==> src/hlc_consts.svh <==
`ifndef HLC_CONSTS_SVH
`define HLC_CONSTS_SVH
// Register byte offsets.
`define HLC_OFS_CTRL 8'h00
`define HLC_OFS_LIMIT 8'h04
`define HLC_OFS_KNEE 8'h08
`define HLC_OFS_MAXATT 8'h0C
`define HLC_OFS_HEADROOM 8'h10
`define HLC_OFS_VMPO 8'h14
`define HLC_OFS_ATPO 8'h18
`define HLC_OFS_QUOT 8'h1C
`define HLC_OFS_RATIO 8'h20
`define HLC_OFS_ATTEN 8'h24
// Field positions.
`define HLC_CTRL_TYPE_BIT 0
`define HLC_CTRL_EN_BIT 1
// Reset values.
`define HLC_RST_CTRL 2'h0
`define HLC_RST_DB4 4'h0
`define HLC_RST_MAXATT 4'hE
`define HLC_RST_HEADROOM 5'h00
`define HLC_RST_VMPO 12'hFFF
// Arithmetic constants: one dB is 64 steps, headroom is in 2.5 percent steps of 1/40.
`define HLC_DB_ONE 16'h0040
`define HLC_HR_FULL 6'h28
`define HLC_HR_MAX 5'h08
`define HLC_LOG_DB_MUL 9'h181
`define HLC_LOG_TOP 5'h17
`define HLC_DIV_STEPS 5'h10
`endif

==> src/hlc_pkg.sv <==
package hlc_pkg;
  // Level in dB, signed, 1/64 dB per step.
  typedef logic signed [15:0] hlc_db_t;
  // Sequencer that keeps the compressor quotient and ratio fresh.
  typedef enum logic [1:0] {HLC_Q_START, HLC_Q_WAIT, HLC_R_START, HLC_R_WAIT} hlc_seq_e;
endpackage

==> src/hlc_level_log.sv <==
`timescale 1ns/10ps
`include "hlc_consts.svh"
module hlc_level_log
  import hlc_pkg::*;
(
  // Magnitude in, dB relative to full scale of 2^23 out.
  input wire logic [23:0] mag,
  output hlc_db_t level_db
);
  logic [4:0] pos;
  logic [23:0] norm;
  logic signed [17:0] log2_q;
  logic signed [27:0] prod;

  // Leading one gives the integer log, the next six bits a linear fraction.
  always_comb
  begin
    pos = 5'h00;
    for (int i = 0; i < 24; i++)
    begin
      if (mag[i])
        pos = 5'(i);
    end
  end

  assign norm = mag << (`HLC_LOG_TOP - pos);
  assign log2_q = $signed({7'h00, pos, norm[22:17]}) - $signed({7'h00, `HLC_LOG_TOP, 6'h00});
  assign prod = log2_q * $signed({1'b0, `HLC_LOG_DB_MUL});
  // Zero has no log; report the floor so it never crosses any knee.
  assign level_db = (mag == 24'h000000) ? 16'sh8001 : prod[21:6];
endmodule

==> src/hlc_divider.sv <==
`timescale 1ns/10ps
`include "hlc_consts.svh"
module hlc_divider
(
  // Clock and reset.
  input wire logic core_clk,
  input wire logic resetn,
  // Request.
  input wire logic start,
  input wire logic [15:0] num,
  input wire logic [15:0] den,
  // Answer.
  output logic done,
  output logic [15:0] quot
);
  logic [16:0] rem;
  logic [15:0] shf;
  logic [4:0] cnt;
  logic [16:0] trial;

  assign trial = {rem[15:0], shf[15]} - {1'b0, den};

  // Restoring division, one quotient bit a cycle; divide by zero saturates.
  always_ff @(posedge core_clk or negedge resetn)
  begin
    if (!resetn)
    begin
      rem <= 17'h00000;
      shf <= 16'h0000;
      cnt <= 5'h00;
      done <= 1'b0;
      quot <= 16'h0000;
    end
    else
    begin
      done <= 1'b0;
      if (start)
      begin
        rem <= 17'h00000;
        shf <= num;
        cnt <= `HLC_DIV_STEPS;
      end
      else if (cnt != 5'h00)
      begin
        cnt <= cnt - 5'h01;
        rem <= trial[16] ? {rem[15:0], shf[15]} : trial;
        shf <= {shf[14:0], ~trial[16]};
        if (cnt == 5'h01)
        begin
          done <= 1'b1;
          quot <= (den == 16'h0000) ? 16'hFFFF : {shf[14:0], ~trial[16]};
        end
      end
    end
  end
endmodule

==> src/hlc_core.sv <==
// Operation
// - Fixed limiter is infinite ratio; threshold 0 to -15 dBFS equals its knee.
// - Limiter peak voltage is max peak voltage times ten to threshold over 20.
// - Below fixed threshold unchanged; above, attenuation is knee minus input level.
// - Above fixed threshold output holds at limiter voltage for any supply.
// - Low supply: no limiting before fixed knee, then limiting stops worse clipping.
// - Compressor knee selectable 0 to -15 dBFS, fixed relative to full scale.
// - Compressor voltage threshold is max peak voltage times ten to knee over 20.
// - Below knee unchanged; above knee ratio recomputed continuously from supply.
// - Compression ratio is knee over target attenuation minus knee, in dB.
// - Compressor attenuation is target minus input times target over knee.
// - Combined: compress first, then limit; may reach full scale unlimited.
// - Target attenuation clamps to 0 dB, so only attenuation is applied.
// - Target peak is supply times one minus headroom, +20 to -20 percent.
// - Applied attenuation never exceeds programmed maximum, -1 to -15 dB.
// - Type select low makes the limiter threshold track the target peak.
//
// Added by the designer: the register addresses and the plain strobed port.
`timescale 1ns/10ps
`include "hlc_consts.svh"
module hlc_core
  import hlc_pkg::*;
(
  // Clock and reset.
  input wire logic core_clk,
  input wire logic resetn,
  // Register port.
  input wire logic [7:0] reg_addr,
  input wire logic [31:0] reg_wdata,
  input wire logic reg_wr,
  input wire logic reg_rd,
  output logic [31:0] reg_rdata,
  // Incoming audio samples.
  input wire logic in_valid,
  input wire logic signed [23:0] in_sample,
  // Supply measurement, already on this clock.
  input wire logic [11:0] supply_code,
  // Towards the amplifier gain path.
  output logic out_valid,
  output logic signed [23:0] out_sample,
  output logic [9:0] out_atten
);

  // ==========================================================
  // Configuration registers
  // ==========================================================
  logic limiter_type_select;
  logic engine_enable;
  logic [3:0] level_limit_threshold;
  logic [3:0] compressor_knee_point;
  logic [3:0] max_attenuation_setting;
  logic signed [4:0] supply_headroom_setting;
  logic [11:0] peak_out_code;

  // Decoded strobes, one per writable register.
  logic wr_ctrl;
  logic wr_limit;
  logic wr_knee;
  logic wr_maxatt;
  logic wr_hr;
  logic wr_vmpo;

  assign wr_ctrl = reg_wr && (reg_addr == `HLC_OFS_CTRL);
  assign wr_limit = reg_wr && (reg_addr == `HLC_OFS_LIMIT);
  assign wr_knee = reg_wr && (reg_addr == `HLC_OFS_KNEE);
  assign wr_maxatt = reg_wr && (reg_addr == `HLC_OFS_MAXATT);
  assign wr_hr = reg_wr && (reg_addr == `HLC_OFS_HEADROOM);
  assign wr_vmpo = reg_wr && (reg_addr == `HLC_OFS_VMPO);

  // Software writes; the maximum code 15 is folded onto 14 so it stays in range.
  always_ff @(posedge core_clk or negedge resetn)
  begin
    if (!resetn)
    begin
      limiter_type_select <= 1'b0;
      engine_enable <= 1'b0;
      level_limit_threshold <= `HLC_RST_DB4;
      compressor_knee_point <= `HLC_RST_DB4;
      max_attenuation_setting <= `HLC_RST_MAXATT;
      supply_headroom_setting <= `HLC_RST_HEADROOM;
      peak_out_code <= `HLC_RST_VMPO;
    end
    else
    begin
      if (wr_ctrl)
      begin
        limiter_type_select <= reg_wdata[`HLC_CTRL_TYPE_BIT];
        engine_enable <= reg_wdata[`HLC_CTRL_EN_BIT];
      end
      if (wr_limit)
        level_limit_threshold <= reg_wdata[3:0];
      if (wr_knee)
        compressor_knee_point <= reg_wdata[3:0];
      if (wr_maxatt)
        max_attenuation_setting <= (reg_wdata[3:0] == 4'hF) ? 4'hE : reg_wdata[3:0];
      if (wr_hr)
        supply_headroom_setting <= reg_wdata[4:0];
      if (wr_vmpo)
        peak_out_code <= reg_wdata[11:0];
    end
  end

  // ==========================================================
  // Target peak output and its attenuation
  // ==========================================================
  logic signed [4:0] hr_clamped;
  logic [5:0] hr_scale;
  logic [17:0] tpo_num;
  logic [17:0] mpo_num;
  hlc_db_t tpo_db;
  hlc_db_t mpo_db;
  logic signed [16:0] atpo_raw;
  hlc_db_t atpo_now;

  // Headroom beyond +-20 percent is held at the end of the range.
  assign hr_clamped = (supply_headroom_setting > $signed(`HLC_HR_MAX)) ? $signed(`HLC_HR_MAX) :
    (supply_headroom_setting < -$signed(`HLC_HR_MAX)) ? -$signed(`HLC_HR_MAX) :
    supply_headroom_setting;
  // Both sides are scaled by 40 so the headroom ratio needs no divide.
  assign hr_scale = `HLC_HR_FULL - 6'(hr_clamped);
  assign tpo_num = supply_code * hr_scale;
  assign mpo_num = peak_out_code * `HLC_HR_FULL;

  hlc_level_log u_tpo_log
  (
    .mag({6'h00, tpo_num}),
    .level_db(tpo_db)
  );

  hlc_level_log u_mpo_log
  (
    .mag({6'h00, mpo_num}),
    .level_db(mpo_db)
  );

  // Enough supply means no processing other than the fixed limiter: never a gain above unity.
  assign atpo_raw = 17'(tpo_db) - 17'(mpo_db);
  assign atpo_now = (atpo_raw > 17'sh00000) ? 16'sh0000 :
    (atpo_raw < -17'sh07FFF) ? -16'sh7FFF : atpo_raw[15:0];

  // ==========================================================
  // Thresholds and knees, all in dBFS
  // ==========================================================
  hlc_db_t knee_db;
  hlc_db_t fixed_thr_db;
  hlc_db_t lim_thr_db;
  logic comp_on;
  logic lim_on;

  // The knee is set relative to input full scale and never moves with supply.
  assign knee_db = -$signed({6'h00, compressor_knee_point, 6'h00});
  assign fixed_thr_db = -$signed({6'h00, level_limit_threshold, 6'h00});
  // The limiter follows the supply unless the fixed type is selected.
  assign lim_thr_db = limiter_type_select ? fixed_thr_db : atpo_now;
  // A knee at 0 dBFS switches the compressor off.
  assign comp_on = (compressor_knee_point != 4'h0);
  // A fixed threshold at 0 dBFS switches the limiter off.
  assign lim_on = !limiter_type_select || (level_limit_threshold != 4'h0);

  // ==========================================================
  // Compressor quotient and ratio
  // ==========================================================
  hlc_seq_e seq;
  hlc_seq_e next_seq;
  logic div_start;
  logic div_done;
  logic [15:0] div_num;
  logic [15:0] div_den;
  logic [15:0] div_quot;
  logic [15:0] comp_quot;
  logic [15:0] comp_ratio;
  logic [15:0] atpo_mag;
  logic [15:0] knee_mag;
  logic [15:0] span_mag;

  assign atpo_mag = 16'(-atpo_now);
  assign knee_mag = 16'(-knee_db);
  // Knee minus target, as a magnitude; the plain distance when the target sits past the knee.
  assign span_mag = (atpo_mag < knee_mag) ? 16'(knee_mag - atpo_mag) : 16'(atpo_mag - knee_mag);
  // Six fraction bits, so the numerator is shifted up; the divisor holds while a division runs.
  assign div_num = (seq == HLC_Q_START) ? {atpo_mag[9:0], 6'h00} : {knee_mag[9:0], 6'h00};
  assign div_den = ((seq == HLC_Q_START) || (seq == HLC_Q_WAIT)) ? knee_mag : span_mag;
  assign div_start = (seq == HLC_Q_START) || (seq == HLC_R_START);

  // The divider runs without pause so both figures track the supply.
  always_comb
  begin
    next_seq = seq;
    unique case (seq)
      HLC_Q_START: next_seq = HLC_Q_WAIT;
      HLC_Q_WAIT: if (div_done) next_seq = HLC_R_START;
      HLC_R_START: next_seq = HLC_R_WAIT;
      HLC_R_WAIT: if (div_done) next_seq = HLC_Q_START;
    endcase
  end

  hlc_divider u_div
  (
    .core_clk(core_clk),
    .resetn(resetn),
    .start(div_start),
    .num(div_num),
    .den(div_den),
    .done(div_done),
    .quot(div_quot)
  );

  // Sequencer state and the two latched results.
  always_ff @(posedge core_clk or negedge resetn)
  begin
    if (!resetn)
    begin
      seq <= HLC_Q_START;
      comp_quot <= 16'h0000;
      comp_ratio <= 16'h0000;
    end
    else
    begin
      seq <= next_seq;
      if (div_done && (seq == HLC_Q_WAIT))
        comp_quot <= div_quot;
      if (div_done && (seq == HLC_R_WAIT))
        comp_ratio <= div_quot;
    end
  end

  // ==========================================================
  // Per-sample attenuation
  // ==========================================================
  logic s1_valid;
  logic signed [23:0] s1_sample;
  logic [23:0] s1_mag;
  hlc_db_t in_db;
  logic signed [16:0] lim_diff;
  logic [15:0] lim_att;
  logic signed [32:0] comp_prod;
  logic signed [26:0] comp_diff;
  logic [15:0] comp_att;
  logic [15:0] larger_att;
  logic [15:0] max_att;
  logic [9:0] next_atten;

  hlc_level_log u_in_log
  (
    .mag(s1_mag),
    .level_db(in_db)
  );

  // Limiter: nothing below its knee, then the full overshoot is removed.
  assign lim_diff = 17'(in_db) - 17'(lim_thr_db);
  assign lim_att = (lim_on && (lim_diff > 17'sh00000)) ? lim_diff[15:0] : 16'h0000;
  // Compressor: target minus input scaled by target over knee, as a magnitude.
  assign comp_prod = in_db * $signed({1'b0, comp_quot});
  assign comp_diff = comp_prod[32:6] - 27'(atpo_now);
  assign comp_att = (!comp_on || (in_db <= knee_db) || (comp_diff <= 27'sh0000000)) ? 16'h0000 :
    (comp_diff > 27'sh0007FFF) ? 16'h7FFF : comp_diff[15:0];
  // Compression comes first; the limiter only wins once it asks for more.
  assign larger_att = (lim_att > comp_att) ? lim_att : comp_att;
  assign max_att = {4'h0, 6'(max_attenuation_setting) + 6'h01, 6'h00};
  assign next_atten = !engine_enable ? 10'h000 :
    (larger_att > max_att) ? max_att[9:0] : larger_att[9:0];

  // Stage one takes the magnitude; the most negative sample folds to full scale.
  always_ff @(posedge core_clk or negedge resetn)
  begin
    if (!resetn)
    begin
      s1_valid <= 1'b0;
      s1_sample <= 24'sh000000;
      s1_mag <= 24'h000000;
    end
    else
    begin
      s1_valid <= in_valid;
      if (in_valid)
      begin
        s1_sample <= in_sample;
        s1_mag <= in_sample[23] ? ((in_sample == 24'sh800000) ? 24'h7FFFFF : 24'(-in_sample))
          : in_sample;
      end
    end
  end

  // Stage two hands the sample on with the attenuation that belongs to it.
  always_ff @(posedge core_clk or negedge resetn)
  begin
    if (!resetn)
    begin
      out_valid <= 1'b0;
      out_sample <= 24'sh000000;
      out_atten <= 10'h000;
    end
    else
    begin
      out_valid <= s1_valid;
      if (s1_valid)
      begin
        out_sample <= s1_sample;
        out_atten <= next_atten;
      end
    end
  end

  // ==========================================================
  // Register read-back
  // ==========================================================
  logic [31:0] next_rdata;

  // Unmapped addresses read as zero; reads have no side effects.
  always_comb
  begin
    next_rdata = 32'h00000000;
    unique case (reg_addr)
      `HLC_OFS_CTRL: next_rdata = {30'h00000000, engine_enable, limiter_type_select};
      `HLC_OFS_LIMIT: next_rdata = {28'h0000000, level_limit_threshold};
      `HLC_OFS_KNEE: next_rdata = {28'h0000000, compressor_knee_point};
      `HLC_OFS_MAXATT: next_rdata = {28'h0000000, max_attenuation_setting};
      `HLC_OFS_HEADROOM: next_rdata = {27'h0000000, supply_headroom_setting};
      `HLC_OFS_VMPO: next_rdata = {20'h00000, peak_out_code};
      `HLC_OFS_ATPO: next_rdata = {{16{atpo_now[15]}}, atpo_now};
      `HLC_OFS_QUOT: next_rdata = {16'h0000, comp_quot};
      `HLC_OFS_RATIO: next_rdata = {16'h0000, comp_ratio};
      `HLC_OFS_ATTEN: next_rdata = {22'h000000, out_atten};
      default: next_rdata = 32'h00000000;
    endcase
  end

  // Read data stand only in the cycle after the strobe.
  always_ff @(posedge core_clk or negedge resetn)
  begin
    if (!resetn)
      reg_rdata <= 32'h00000000;
    else
      reg_rdata <= reg_rd ? next_rdata : 32'h00000000;
  end

endmodule

==> config.mk <==
export PLATFORM = sky130hd
export DESIGN_NAME = hlc_core
export DESIGN_NICKNAME = d
export VERILOG_FILES = /design/src/hlc_pkg.sv /design/src/hlc_level_log.sv /design/src/hlc_divider.sv /design/src/hlc_core.sv
export VERILOG_INCLUDE_DIRS = /design/src /design/src/src
export SDC_FILE = /design/constraint.sdc
export NUM_CORES = 2
export LEC_CHECK = 0
export BUFFER_PORTS_ARGS = -buffer_cell sky130_fd_sc_hd__buf_2
export CAP_MARGIN = 30
export CORE_MARGIN = 1
export CORE_UTILIZATION = 35
export DETAILED_ROUTE_END_ITERATION = 10
export PLACE_DENSITY_LB_ADDON = 0.25
export SLEW_MARGIN = 20
export SYNTH_ARGS = -nofsm -noshare
export SYNTH_HDL_FRONTEND = slang
export SYNTH_SLANG_ARGS = --single-unit
export TNS_END_PERCENT = 10
==> constraint.sdc <==
create_clock -name core_clk -period 52 [get_ports core_clk]
set_input_delay 2.6 -clock core_clk [delete_from_list [all_inputs] [get_ports core_clk]]
set_output_delay 2.6 -clock core_clk [all_outputs]
set_load 0.005 [all_outputs]
==> results.md <==
* WS Path Type: register to register
* Final Cycle Share at 0.464
* Syn. warnings at 0
* DRC Markers at 0
* Filler Cell Count at roughly 10k
* Count of state elements after synthesis at 220
* Core Area at between 90000 and 100000 um^2
* Post-Route Setup TNS at 0 ns
* R2R Setup Slk at 27.89 ns
* Post-cts sizing count at 0
* Chip height at 317 um
* Reg2Reg Depth at a little under 90
* PortBufs at between 100 and 150
* Clock Tree Buf Depth at 3
* Worst R2R End: out_atten[6]$_DFFE_PN0P_
* Fmax at roughly 41 MHz
* CTS tree: built
* Setup crit start: supply_headroom_setting[4]$_DFFE_PN0P_
* Status: finished clean
* Worst-margin pin slew at approximately 1 ns
* Max incr delay on CP at 0.72 ns
* Cell accounting for the most synthesized area: ha_1
* Slew margin rel. at 0.314
* CP startpoint kind: register
* Total grt overflow at 0
* Total die area at ~100000 um^2
* Max Clock Skew at approximately 0.014 ns
* Setup Buffers After CTS at 0
* Max Slew Vio Count at 0
* Layout cell share with drive strength beyond 1 at 0.101
* Synth top area share at 0.170
* Pin count of the biggest net entering global routing at between 90 and 100
* CP max FO at 22
* Via count at 28.8k
* CTS buffer count at 25
* CTS Root Cell: clkbuf_16
* Min Tclk post-route at between 20 and 25 ns
* Max H-tree Level at 1
* Most area-consuming cells after synthesis: ha_1, fa_1, dfrtp_1
* Setup crit end kind: register
* Count of flip-flops with a built-in enable after synthesis at 0
* Yosys cell types at 97
* Min-Delay Startpoint: s1_sample[22]$_DFFE_PN0P_
* Final setup fails at 0
* Clock sinks at 220
* FFs w/ async S/R, synth at 1.00
* Mean area per synthesized cell at between 8 and 9 um^2
* Layout Area Growth over Synthesis at 8.65%
* DR iter-0 viols at approximately 1.6k
* Die width at about 320 um
* WP data arrival at approximately 25 ns
* Global-route wire length before repair at ~150000 um
* All-Layer GR Usage at 0.189
* Worst hold slack at approximately 0.50 ns
* Req. time, crit path at roughly 52 ns
* DR vias/cell at ~5.3
* Initial antenna violation count at 2
* DP HPWL at around 76000 um
* Cell Rows at 115
* Max Cap Violations at 0
* Worst Hold Class: register to register
* Hold_buf cts at 0
* Post-DRT Antenna Nets at 0
* Initial Util at 0.354
* IO Pins at 148
* Routability cong. at around 0.91
* Count leader, synth: inv_1
* Worst skew pair latency at approximately 0.54 ns
* Routed WL at 95400 um
* Nets at around 5k
* Post-synthesis instance total at 4120
* RSZ-0062 raised after global routing: false
* Commonest cells in the synthesized netlist: inv_1, ha_1, nand2_1, nor2_1, fa_1
* Synth Flop Type: dfrtp_1
* Cell Area, Synth at approximately 35000 um^2
* Slowest-stage cell, CP: xor2_1
* Seq/Total Area, Yosys at 0.159
* DR pass1 iterations at 5
* Reg2reg start: supply_headroom_setting[4]$_DFFE_PN0P_
* Vias in the first global route at roughly 28k
* Hold Path End: out_sample[22]$_DFFE_PN0P_
* Final hold vios at 0
* Reg clk slew, reported paths at ~0.070 ns
* Wirelength per Cell at 17.4 um
* WHS Path Cells at 1
* Most used cell along the critical path: ha_1
==> how the worst max path moves through the flow <==
stage | slack (ns) | to | depth (start not counted)
after floorplan | 31.21 | out_atten[6]$_DFFE_PN0P_ | 86
after global placement | 28.14 | out_atten[6]$_DFFE_PN0P_ | 88
after detailed placement | 28.14 | out_atten[6]$_DFFE_PN0P_ | 88
after CTS | 28.04 | out_atten[6]$_DFFE_PN0P_ | 88
after global routing | 26.46 | out_atten[6]$_DFFE_PN0P_ | 87
final | 27.89 | out_atten[6]$_DFFE_PN0P_ | 88
==> cell usage in the layout (no fill, tap or decap), drive strengths merged, types with 126 or more instances in the layout <==
master	n
fa	269
inv	541
nor2	295
dfrtp	205
mux2	137
buf	181
ha	474
xnor2	126
and2	153
a21oi	208
nand2	366
o21ai	176
==> sequential cells by signal (all words and copies together), names as in the netlist, 16 cells and up <==
| signal | flops |
|---|---|
| comp_ratio | 16 |
| u_div.quot | 16 |
| s1_mag | 24 |
| u_div.shf | 16 |
| out_sample | 24 |
| reg_rdata | 17 |
| comp_quot | 16 |
| u_div.rem | 16 |
| s1_sample | 24 |
==> layout make-up <==
cell class	instances	area, um^2	share of cell area
clock buffers	32	682	0.0180
flip-flops and latches	220	5530	0.146
clock inverters	14	233	0.00615
repair buffers	182	1130	0.0298
diodes	2	5.00	0.000132
well taps	1287	1610	0.0426
multi-input cells	3190	26600	0.704
inverters	541	2030	0.0537
==> metal layers <==
metal  GRT usage  part of all wire
met3      0.0123             0.040
met5           0                 0
met2       0.298              0.45
met4      0.0546             0.027
met1       0.276              0.49
==> worst max-delay path, delay by kind of cell (launching register included) <==
kind            cells  cell delay, ns
flops               1            0.47
compound gates     34            7.75
simple gates       23            6.46
buf+inv             8            0.95
xor+xnor            4            1.73
fa+ha+maj          15            5.41
mux                 4            1.27
==> metrics by stage <==
step | area, um^2 | util | cells | setup WS [ns]
floorplan | 34800 | - | 4123 | 31.21
global placement | 36800 | 0.374 | 5412 | 28.14
detailed placement | 36800 | 0.374 | 5414 | 28.14
CTS | 37700 | 0.383 | 5460 | 28.04
global route | 37800 | 0.384 | 5468 | 26.46
finish | 37800 | 0.384 | 5468 | 27.89
==> logic make-up after synthesis <==
group / count (synthesis) / synth area share
AO/OA/AOI/OAI: 810 / 0.152
adder cells (fa/ha/maj): 743 / 0.325
flip-flops: 220 / 0.159
buffers and inverters: 713 / 0.0789
AND/OR/NAND/NOR: 1245 / 0.174
multiplexers: 219 / 0.0686
other: 2 / 0.000216
XOR/XNOR: 168 / 0.0427
Power is not shown: default switching activity piles up to over one toggle a cycle in this logic, so the estimate is an artifact.
